## src/rtl/pmwc_pkg.sv

```systemverilog
package pmwc_pkg;

  localparam int ADDR_W = 8;
  localparam int DATA_W = 32;
  localparam int IRQ_W = 32;
  localparam int PIN_W = 8;
  localparam int NUM_SCRATCH = 5;

  // Register offsets
  localparam logic [ADDR_W-1:0] POWER_CONTROL_OFF = 8'h00;
  localparam logic [NUM_SCRATCH-1:0][ADDR_W-1:0] SCRATCH_OFF = {8'h14, 8'h10, 8'h0c, 8'h08, 8'h04};
  localparam logic [ADDR_W-1:0] WAKE_PIN_STATUS_OFF = 8'h20;
  localparam logic [ADDR_W-1:0] WAKE_PIN_ENABLE_OFF = 8'h24;

  // Power control fields
  localparam int PM_LSB = 0;
  localparam int PM_W = 3;
  localparam int DEEP_POWERDOWN_BLOCK_BIT = 3;
  localparam int SLEEP_FLAG_BIT = 8;
  localparam int DPD_FLAG_BIT = 11;

  // Power mode field encodings
  localparam logic [PM_W-1:0] PM_ACTIVE = 3'h0;
  localparam logic [PM_W-1:0] PM_DSLEEP = 3'h1;
  localparam logic [PM_W-1:0] PM_PDOWN = 3'h2;
  localparam logic [PM_W-1:0] PM_DPD = 3'h3;

  // Reset values
  localparam logic [PM_W-1:0] PM_RESET = 3'h0;
  localparam logic [DATA_W-1:0] WORD_RESET = 32'h0000_0000;
  localparam logic [PIN_W-1:0] PIN_RESET = 8'h00;
  localparam logic [PIN_W-1:0] PIN_IDLE = 8'hff;

  typedef enum logic [2:0] {
    ST_ACTIVE,
    ST_SLEEP,
    ST_DSLEEP,
    ST_PDOWN,
    ST_DPD,
    ST_REBOOT
  } pmwc_state_t;

  // Wake sources and their qualifiers from the core, system config and peripherals
  typedef struct packed {
    logic [PIN_W-1:0] pin_irq;
    logic [PIN_W-1:0] pin_core_interrupt_controller_en;
    logic [PIN_W-1:0] pin_start;
    logic bod_irq;
    logic bod_core_interrupt_controller_en;
    logic bod_start;
    logic bod_irq_en;
    logic bod_rst;
    logic bod_rst_en;
    logic bod_powered;
    logic wdt_irq;
    logic wdt_core_interrupt_controller_en;
    logic wdt_start;
    logic wdt_running;
    logic wdt_irq_en;
    logic wdt_rst;
    logic wdt_rst_en;
    logic low_power_oscillator_powered;
    logic wkt_irq;
    logic wkt_core_interrupt_controller_en;
    logic wkt_start;
    logic ser_irq;
    logic ser_core_interrupt_controller_en;
    logic ser_start;
  } pmwc_wake_t;

  // Power gating outputs
  typedef struct packed {
    logic core_clk_off;
    logic sys_clk_off;
    logic flash_off;
    logic deep_pd;
  } pmwc_gate_t;

endpackage

```

## src/rtl/pmwc_ctrl.sv

```systemverilog
// Design decision made here: strobed register access.
`timescale 1ns/1ps
`default_nettype none
// Summary of operation
// - Sleep wakes to active on any interrupt enabled in the core controller.
// - Deep modes: pin interrupt wakes only if core and pin start enables set.
// - Brown-out interrupt wakes deep modes with all three enables and detector powered.
// - Brown-out reset wakes deep modes when reset enabled and detector powered.
// - Watchdog interrupt wakes deep modes when running, enabled everywhere, oscillator powered.
// - Watchdog reset wakes deep modes when running, reset enabled, oscillator powered.
// - Deep power-down wakes only on dedicated pins enabled in wake pin enable.
// - Power mode field resets to zero; then wait gives plain core sleep.
// - Power mode one makes wait enter deep-sleep.
// - Power mode two makes wait enter power-down.
// - Power mode three makes the sleep request enter deep power-down.
// - Power control at offset zero selects mode and reports entry flags.
// - Five read-write scratch words at offsets four to twenty, reset zero.
// - Wake pin status reads at 0x020, write one clears a bit, resets to zero.
// - Wake pin enable reads and writes at 0x024, resets to zero.
// - Core deep sleep select picks core sleep or a system low-power state.
// - Deep power-down block bit sticks at one until power-on reset.
// - Sleep flag sets on sleep-class entry; write one clears it.
// - Deep power-down flag sets on entry; write one clears it.
module pmwc_ctrl
  import pmwc_pkg::*;
(
  input wire logic clk_i,
  input wire logic resetn_i,
  input wire logic en_i,
  input wire logic [ADDR_W-1:0] addr_i,
  input wire logic [DATA_W-1:0] wdata_i,
  input wire logic wr_i,
  input wire logic rd_i,
  output logic [DATA_W-1:0] rdata_o,
  input wire logic wfi_i,
  input wire logic deep_sleep_select_i,
  input wire logic [IRQ_W-1:0] core_irq_i,
  input wire logic [IRQ_W-1:0] core_irq_en_i,
  input wire pmwc_wake_t wake_src_i,
  input wire logic [PIN_W-1:0] wake_pin_n_i,
  output pmwc_state_t mode_o,
  output pmwc_gate_t gate_o,
  output logic wake_o,
  output logic sys_reset_req_o
);

  typedef struct packed {
    pmwc_state_t mode;
    logic [PM_W-1:0] pm;
    logic deep_powerdown_block;
    logic sleep_flag;
    logic dpd_flag;
    logic [NUM_SCRATCH-1:0][DATA_W-1:0] scratch;
    logic [PIN_W-1:0] pin_status;
    logic [PIN_W-1:0] pin_enable;
    logic [PIN_W-1:0] pin_prev;
    logic [DATA_W-1:0] rdata;
    logic wake;
    logic rst_req;
    pmwc_gate_t gate;
  } pmwc_regs_t;

  pmwc_regs_t s;
  pmwc_regs_t next_s;
  logic [PIN_W-1:0] pin_fall;
  logic deep_wake;

  function automatic logic hit(input logic [ADDR_W-1:0] a, input logic [ADDR_W-1:0] off);
    hit = (a == off);
  endfunction

  // Deep-sleep and power-down wake qualification
  function automatic logic deep_wake_of(input pmwc_wake_t w);
    logic pin_w;
    logic bod_w;
    logic wdt_w;
    logic other_w;
    pin_w = |(w.pin_irq & w.pin_core_interrupt_controller_en & w.pin_start);
    bod_w = (w.bod_irq & w.bod_core_interrupt_controller_en & w.bod_start & w.bod_irq_en & w.bod_powered)
      | (w.bod_rst & w.bod_rst_en & w.bod_powered);
    wdt_w = (w.wdt_irq & w.wdt_core_interrupt_controller_en & w.wdt_start & w.wdt_running & w.wdt_irq_en
      & w.low_power_oscillator_powered)
      | (w.wdt_rst & w.wdt_running & w.wdt_rst_en & w.low_power_oscillator_powered);
    // Timer and serial wake rely on software and the far end having set them up
    other_w = (w.wkt_irq & w.wkt_core_interrupt_controller_en & w.wkt_start)
      | (w.ser_irq & w.ser_core_interrupt_controller_en & w.ser_start);
    deep_wake_of = pin_w | bod_w | wdt_w | other_w;
  endfunction

  assign pin_fall = s.pin_prev & ~wake_pin_n_i;
  assign deep_wake = deep_wake_of(wake_src_i);

  always_comb begin
    next_s = s;
    next_s.wake = 1'b0;
    next_s.rst_req = 1'b0;
    next_s.rdata = WORD_RESET;
    next_s.pin_prev = wake_pin_n_i;

    if (wr_i) begin
      if (hit(addr_i, POWER_CONTROL_OFF)) begin
        next_s.pm = wdata_i[PM_LSB +: PM_W];
        if (wdata_i[DEEP_POWERDOWN_BLOCK_BIT]) begin
          next_s.deep_powerdown_block = 1'b1;
        end
        if (wdata_i[SLEEP_FLAG_BIT]) begin
          next_s.sleep_flag = 1'b0;
        end
        if (wdata_i[DPD_FLAG_BIT]) begin
          next_s.dpd_flag = 1'b0;
        end
      end
      for (int i = 0; i < NUM_SCRATCH; i++) begin
        if (hit(addr_i, SCRATCH_OFF[i])) begin
          next_s.scratch[i] = wdata_i;
        end
      end
      if (hit(addr_i, WAKE_PIN_STATUS_OFF)) begin
        next_s.pin_status = s.pin_status & ~wdata_i[PIN_W-1:0];
      end
      if (hit(addr_i, WAKE_PIN_ENABLE_OFF)) begin
        next_s.pin_enable = wdata_i[PIN_W-1:0];
      end
    end
    // A falling pin edge in the clearing cycle is kept
    next_s.pin_status = next_s.pin_status | pin_fall;

    if (rd_i) begin
      if (hit(addr_i, POWER_CONTROL_OFF)) begin
        next_s.rdata[PM_LSB +: PM_W] = s.pm;
        next_s.rdata[DEEP_POWERDOWN_BLOCK_BIT] = s.deep_powerdown_block;
        next_s.rdata[SLEEP_FLAG_BIT] = s.sleep_flag;
        next_s.rdata[DPD_FLAG_BIT] = s.dpd_flag;
      end
      for (int i = 0; i < NUM_SCRATCH; i++) begin
        if (hit(addr_i, SCRATCH_OFF[i])) begin
          next_s.rdata = s.scratch[i];
        end
      end
      if (hit(addr_i, WAKE_PIN_STATUS_OFF)) begin
        next_s.rdata[PIN_W-1:0] = s.pin_status;
      end
      if (hit(addr_i, WAKE_PIN_ENABLE_OFF)) begin
        next_s.rdata[PIN_W-1:0] = s.pin_enable;
      end
    end

    case (s.mode)
      ST_ACTIVE: begin
        if (wfi_i) begin
          next_s.sleep_flag = 1'b1;
          if (!deep_sleep_select_i) begin
            next_s.mode = ST_SLEEP;
          end else begin
            case (s.pm)
              PM_DSLEEP: next_s.mode = ST_DSLEEP;
              PM_PDOWN: next_s.mode = ST_PDOWN;
              PM_DPD: begin
                // Blocked deep power-down falls back to core sleep
                if (!s.deep_powerdown_block) begin
                  next_s.mode = ST_DPD;
                  // A sleep flag clear written in the entry cycle must still land
                  next_s.sleep_flag = s.sleep_flag
                    && !(wr_i && hit(addr_i, POWER_CONTROL_OFF) && wdata_i[SLEEP_FLAG_BIT]);
                  next_s.dpd_flag = 1'b1;
                end else begin
                  next_s.mode = ST_SLEEP;
                end
              end
              default: next_s.mode = ST_SLEEP;
            endcase
          end
        end
      end
      ST_SLEEP: begin
        if (|(core_irq_i & core_irq_en_i)) begin
          next_s.mode = ST_ACTIVE;
          next_s.wake = 1'b1;
        end
      end
      ST_DSLEEP, ST_PDOWN: begin
        if (deep_wake) begin
          next_s.mode = ST_ACTIVE;
          next_s.wake = 1'b1;
        end
      end
      ST_DPD: begin
        // Only enabled dedicated pins count here; all other sources are off
        if (|(pin_fall & s.pin_enable)) begin
          next_s.mode = ST_REBOOT;
          next_s.rst_req = 1'b1;
        end
      end
      ST_REBOOT: begin
        next_s.mode = ST_ACTIVE;
        next_s.wake = 1'b1;
      end
      default: next_s.mode = ST_ACTIVE;
    endcase

    next_s.gate.core_clk_off = (next_s.mode != ST_ACTIVE) && (next_s.mode != ST_REBOOT);
    next_s.gate.sys_clk_off = (next_s.mode == ST_DSLEEP) || (next_s.mode == ST_PDOWN)
      || (next_s.mode == ST_DPD);
    next_s.gate.flash_off = (next_s.mode == ST_PDOWN) || (next_s.mode == ST_DPD);
    next_s.gate.deep_pd = (next_s.mode == ST_DPD);
  end

  always_ff @(posedge clk_i or negedge resetn_i) begin
    if (!resetn_i) begin
      s <= '0;
      s.mode <= ST_ACTIVE;
      s.pm <= PM_RESET;
      s.pin_prev <= PIN_IDLE;
    end else if (en_i) begin
      s <= next_s;
    end
  end

  assign rdata_o = s.rdata;
  assign mode_o = s.mode;
  assign gate_o = s.gate;
  assign wake_o = s.wake;
  assign sys_reset_req_o = s.rst_req;
endmodule
`default_nettype wire

```

## config.mk

```make
export PLATFORM = sky130hd
export DESIGN_NAME = pmwc_ctrl
export DESIGN_NICKNAME = d
export VERILOG_FILES = /design/src/rtl/pmwc_pkg.sv /design/src/rtl/pmwc_ctrl.sv
export SDC_FILE = /design/constraint.sdc
export NUM_CORES = 1
export LEC_CHECK = 0
export BUFFER_PORTS_ARGS = -buffer_cell sky130_fd_sc_hd__buf_2
export CAP_MARGIN = 20
export CORE_ASPECT_RATIO = 0.5
export CORE_MARGIN = 8
export CORE_UTILIZATION = 40
export CTS_CLUSTER_SIZE = 30
export DETAILED_ROUTE_END_ITERATION = 8
export MAX_ROUTING_LAYER = met4
export SETUP_SLACK_MARGIN = 0.02
export SYNTH_ARGS = -nofsm -noshare
export SYNTH_HDL_FRONTEND = slang
export SYNTH_SLANG_ARGS = --single-unit
export TNS_END_PERCENT = 30
```

## constraint.sdc

```tcl
create_clock -name clk_i -period 1.8 [get_ports clk_i]
set_input_delay 0.36 -clock clk_i [delete_from_list [all_inputs] [get_ports clk_i]]
set_output_delay 0.36 -clock clk_i [all_outputs]
set_load 0.02 [all_outputs]
```

---- Word-level counts from Yosys, hierarchy flattened ----
Cells that the tools add are included.
cells by class
  $add $sub $neg .......................... 0
  multiply operators ...................... 0
  div/mod/pow operators ................... 0
  $lt $le $gt $ge ......................... 0
  equal/unequal tests ..................... 19
  shift operators ......................... 0
  multiplexer cells ....................... 40
  bitwise operators ....................... 33
  reductions and logical operators ........ 23
operators with widths
  cell                  number
  $mux W32              11
  $mux W178             1
  $and A8 B8 Y8         5
  $and A32 B32 Y32      1
  $mux W8               4
  $reduce_or A32 Y1     1
  $reduce_and A3 Y1     7
  $and A1 B1 Y1         18
  $eq A3 B2 Y1 const B  6
  $mux W3               6
  $eq A8 B4 Y1 const B  2
  $eq A8 B5 Y1 const B  2
  $eq A8 B6 Y1 const B  2
  $not A8 Y8            2
  $reduce_or A8 Y1      2
  $mux W2               6
  $pmux W3 S4           1
  $eq A3 B3 Y1 const B  3
  $pmux W3 S3           1
  $eq A8 B3 Y1 const B  1
  $logic_not A8 Y1      1
  $mux W1               8
  $or A8 B8 Y8          1
  $eq A3 B1 Y1 const B  2
  11 further kinds      21
word-level totals
  register bits after elaboration ......... 231
  latch bits .............................. 0
  RAM bits ................................ 0
  ROM bits ................................ 0
  input bits .............................. 164
  output and inout port bits .............. 41
  logic and storage cells ................. 135
  memories kept ........................... 0

---- Longest topological paths before layout ----
  depth in word-level cells ............... 13
  mapped depth ............................ 9
  mapped depth without buffers ............ 6

---- Least setup slack after synthesis ----
Ideal clock, no wire load.
  path kind ............................... input port to flip-flop
  from .................................... input addr_i[7]
  to ...................................... register s[64] (netlist name)
  data arrival time ....................... 2.096 ns
  data required time ...................... 1.675 ns
  slack ................................... -0.420 ns
  cell stages on the path ................. 8
  buffers on the path ..................... 3
  cell sequence ........................... or4_4 -> nor3_4 -> and2_1 -> buf_2 -> and2b_1 -> buf_4 -> buf_6 -> mux2_2
between the ends
  cells in the longest elaborated chain, start to end .. 2
ends and longest elaborated chain
  what                                RTL line          RTL
  from (decl)                         pmwc_ctrl.sv:30   input wire logic [ADDR_W-1:0] addr_i,
  $eq A8 B3 Y1                        pmwc_ctrl.sv:69   hit = (a == off);
  $reduce_and A3 Y1 (no source line)  -
  to (signal assigned)                pmwc_ctrl.sv:215  s <= next_s;
  to (decl)                           pmwc_ctrl.sv:63   pmwc_regs_t s;
Every way passes these cells.
A chain may end at the register's enable or synchronous reset.

---- Final worst setup path ----
  from .................................... input addr_i[7]
  to ...................................... register s[106] (netlist name)
between the ends
  cells in the longest elaborated chain, start to end .. 2
ends and longest elaborated chain
  what                                RTL line
  $eq A8 B4 Y1                        pmwc_ctrl.sv:69
  $reduce_and A3 Y1 (no source line)  -
Every way passes these cells.

==> metrics.json <==
{
  "grt_first_pass_wirelength_mm": 46.6,
  "die_area_um2": 33000,
  "setup_repair_after_global_routing_missed_its_margin": "yes",
  "cellInternalPower_mw": 8.48,
  "worst-endpoint-required_ns": 2.17,
  "setup.worst_path.class": "primary input to flop",
  "num_rows": 42,
  "route.detailed.drc": 0,
  "hold_class": "primary input to flop",
  "die_h_um": 132,
  "post-route-worst-setup-slack_ns": -0.0227,
  "synth.top_cell.area_share_pct": 51.4,
  "synthXorXnorAreaFrac_pct": 0.0807,
  "grt-ovfl-total": 0,
  "r2r_setup_slack_ns": 0.15,
  "worstHoldPathCells": 2,
  "vias": 7901,
  "placed_cells": 1418,
  "reg2reg_depth": 6,
  "worst-path-buf-inv": 3,
  "via_per_inst": 5.39,
  "crit_path_top_delay_cell": "or4_4",
  "num-nets-final": 1263,
  "totalNegativeSetupSlack_ns": -0.260,
  "endpoint_of_the_lowest_slack_register_to_register_path": "gate_o[1]",
  "clock_sink_count": 231,
  "relSlewSlack_pct": 67.4,
  "hpwl_mm": 20.4,
  "synth_top_family_by_area": "multiplexers",
  "synth-edff-count": 0,
  "core_area_um2": 26500,
  "netlist.top_cell.by_area": "dfrtp_1",
  "worst_skew_pair.late_latency_ns": 0.50,
  "grt_max_degree": 58,
  "synth_compound_gate_area_share_pct": 13.5,
  "fin_cells": 1467,
  "grt.total_usage_pct": 17.6,
  "place.port_buffers": 204,
  "pwr_density_cell_nw_per_um2": 821,
  "p_leak_nw": 6.57,
  "antenna_violations_before_repair": 2,
  "numCtsBuffers": 23,
  "crit_fanout": 7,
  "cts.reportedPaths.clkPinSlew_ns": 0.06,
  "end_kind": "flop",
  "report.final.slew_viol_count": 0,
  "yosys_warnings": 0,
  "synth.ff_latch_count": 231,
  "clkPwrFrac_pct": 41.0,
  "p_sw_share_pct": 23.3,
  "layout_filler_cell_count": 2326,
  "tritoncts_clock_tree": "done",
  "gp_routability_congestion": 0.785,
  "pwr-share-seq_pct": 49.5,
  "floorplan.initialDensity_pct": 40.9,
  "worst_path_arrival_ns": 2.19,
  "ff_to_ff_start": "s[39]",
  "syn_area_um2": 10900,
  "synth_async_sr_flop_share_pct": 100,
  "worst_clock_skew_ns": 0.0192,
  "yosys-mux-area-fraction_pct": 20.2,
  "max-vdd-ir-drop_mv": 0.578,
  "mean_instance_size_in_the_synthesized_netlist_um2": 12.3,
  "ioPinCount": 205,
  "post-synth-top-count-cell": "dfrtp_1",
  "tightestPinTransition_ns": 0.490,
  "cap_viol_max_count": 0,
  "via_count_of_the_first_global_routing_pass": 8819,
  "chipWidth_um": 249,
  "detail_route.iter0.violations": 396,
  "fin_crit_ns": 1.82,
  "layout.core_utilization_pct": 50.7,
  "cpPeakStageDelay_ns": 0.58,
  "critical_path.top_delay_family": "simple AND/OR/NAND/NOR gates",
  "ys_dominant_reg_cell": "dfrtp_1",
  "share_comb_of_total_power_pct": 9.4,
  "maxClockFrequency_ghz": 0.549,
  "ctsRootBufferMaster": "clkbuf_16",
  "synth-seq-area-share_pct": 53.3,
  "fraction_of_the_mapped_netlist_area_in_adder_cells_pct": 0,
  "critical_path.cell_chain": "buf_6 -> or4_4 -> nor3_4 -> nand2_2 -> nor3_4 -> buf_6 -> buf_16 -> mux2_4",
  "post_synth_most_frequent_cells": "dfrtp_1, mux2_2, buf_4",
  "failing_checks": "setup timing",
  "worst_setup_path_startpoint": "addr_i[7]",
  "routed_wire_length_per_instance_um": 19.6,
  "clock_tree.htree_level_count": 1,
  "route.final.wire_length_mm": 28.8,
  "timing.hold.worst.start": "wake_pin_n_i[3]",
  "first_pass_iters": 4,
  "clockBufferDepth": 3,
  "yosys.area_share.simple_pct": 7.31,
  "status": "complete, but fails checks",
  "fin_crit_sh_pct": 101,
  "finalSetupViolations": 29,
  "syn_nets": 1046,
  "synthDistinctLibCells": 54,
  "final_report_hold_violation_count": 0,
  "hold_path_end": "s[41]",
  "net-switching-power_mw": 2.57,
  "layout-area-overhead-vs-synth_pct": 24.0,
  "post_synth_main_area_contributors": "dfrtp_1, mux2_2, buf_4",
  "share_of_post_route_cells_with_drive_strength_above_1_pct": 46.3,
  "crit_path_start_kind": "primary input",
  "netlist_instances": 882,
  "ant_nets": 0
}
[cell usage in the layout, fill, tap and decap left out, drive strengths merged, types with 2 or more instances in the layout]
cell | netlist | final
and2 | 5 | 5
nand3 | 21 | 21
o22ai | 9 | 9
dfstp | 8 | 8
nor2b | 6 | 6
a211oi | 2 | 2
nor3b | 2 | 2
a21o | 5 | 5
clkinv | 1 | 4
a21oi | 29 | 29
buf | 72 | 283
mux2i | 11 | 11
nand3b | 10 | 10
a32o | 5 | 5
a22o | 23 | 23
diode | 0 | 2
nor4 | 2 | 2
a22oi | 39 | 39
dfrtp | 223 | 223
nand2b | 3 | 3
nand4 | 7 | 7
mux2 | 185 | 185
nor2 | 36 | 36
o21ai | 37 | 37
o31ai | 2 | 2
clkbuf | 21 | 37
inv | 7 | 7
a221oi | 20 | 20
or3 | 2 | 2
a221o | 15 | 15
nand2 | 43 | 43
nor4b | 2 | 2
o2111ai | 2 | 2
nor3 | 4 | 4
a31oi | 11 | 11
o211ai | 2 | 2
[registers in the layout, summed over array words and instances (netlist names)]
signal and cells:
s 190, gate_o 4, mode_o 3, sys_reset_req_o 1, wake_o 1, rdata_o 32
[power groups by stage]
stage | logic [mW] | clock network, mW | registers [mW]
2_1_floorplan | 0.502 | 0 | 5.55
3_3_place_gp | 1.02 | 0 | 5.56
3_5_place_dp | 1.05 | 0 | 5.57
4_1_cts | 1.05 | 4.66 | 5.47
5_1_grt | 1.15 | 4.87 | 5.49
6_report | 1.04 | 4.53 | 5.47
[timing repair]
action	in CTS	in global routing
gates resized for setup	4	30
gates cloned	1	1
endpoints found under the hold margin	43	0
hold buffers	1	0
pin swaps	1	3
setup buffers	5	2
endpoints found under the setup margin	41	141
[worst max-delay path by stage]
stage          slack (ns)  cells after the start     endpoint
2_1_floorplan       -0.41                      8        s[64]
3_3_place_gp        -0.51                      9  rdata_o[20]
3_5_place_dp        -0.57                      9  rdata_o[20]
4_1_cts            -0.003                      9  rdata_o[24]
5_1_grt             -0.08                      8       s[117]
6_report            -0.02                      8       s[106]
[logic make-up after synthesis]
kind of cell | Yosys count
compound gates | 205
flops | 231
mux | 196
xor+xnor | 1
buf+inv | 101
simple gates | 148
[final cells by class]
class / instances / area, um^2 / share of cell area (%)
Sequential cell: 231 / 5790 / 43.0
Multi-Input combinational cell: 550 / 4560 / 33.9
Timing Repair Buffer: 285 / 1920 / 14.3
Clock buffer: 36 / 694 / 5.16
Tap cell: 352 / 440 / 3.27
Inverter: 8 / 30.0 / 0.223
Clock inverter: 3 / 15.0 / 0.112
Antenna cell: 2 / 5.00 / 0.0372
[layer usage]
layer | GRT usage (%) | part of all wire [%] | vias to the layer above
li1 | - | - | 3703
met2 | 30.1 | 50 | 186
met5 | - | 0 | -
met1 | 21.4 | 45 | 3971
met3 | 3.07 | 3.8 | 41
met4 | 4.62 | 1.5 | 0
[per-stage QoR]
step / setup WS [ns] / total power [mW] / cell area [um^2] / hold slack (ns)
floorplan: -0.414 / 6.05 / 10900 / 0.0644
global placement: -0.511 / 6.58 / 12500 / 0.331
detailed placement: -0.569 / 6.61 / 12500 / 0.332
CTS: -0.00291 / 11.2 / 13300 / 0.0829
global route: -0.0778 / 11.5 / 13500 / 0.0929
finish: -0.0227 / 11.1 / 13500 / 0.101
No activity file was read; power rests on OpenSTA's default activity.
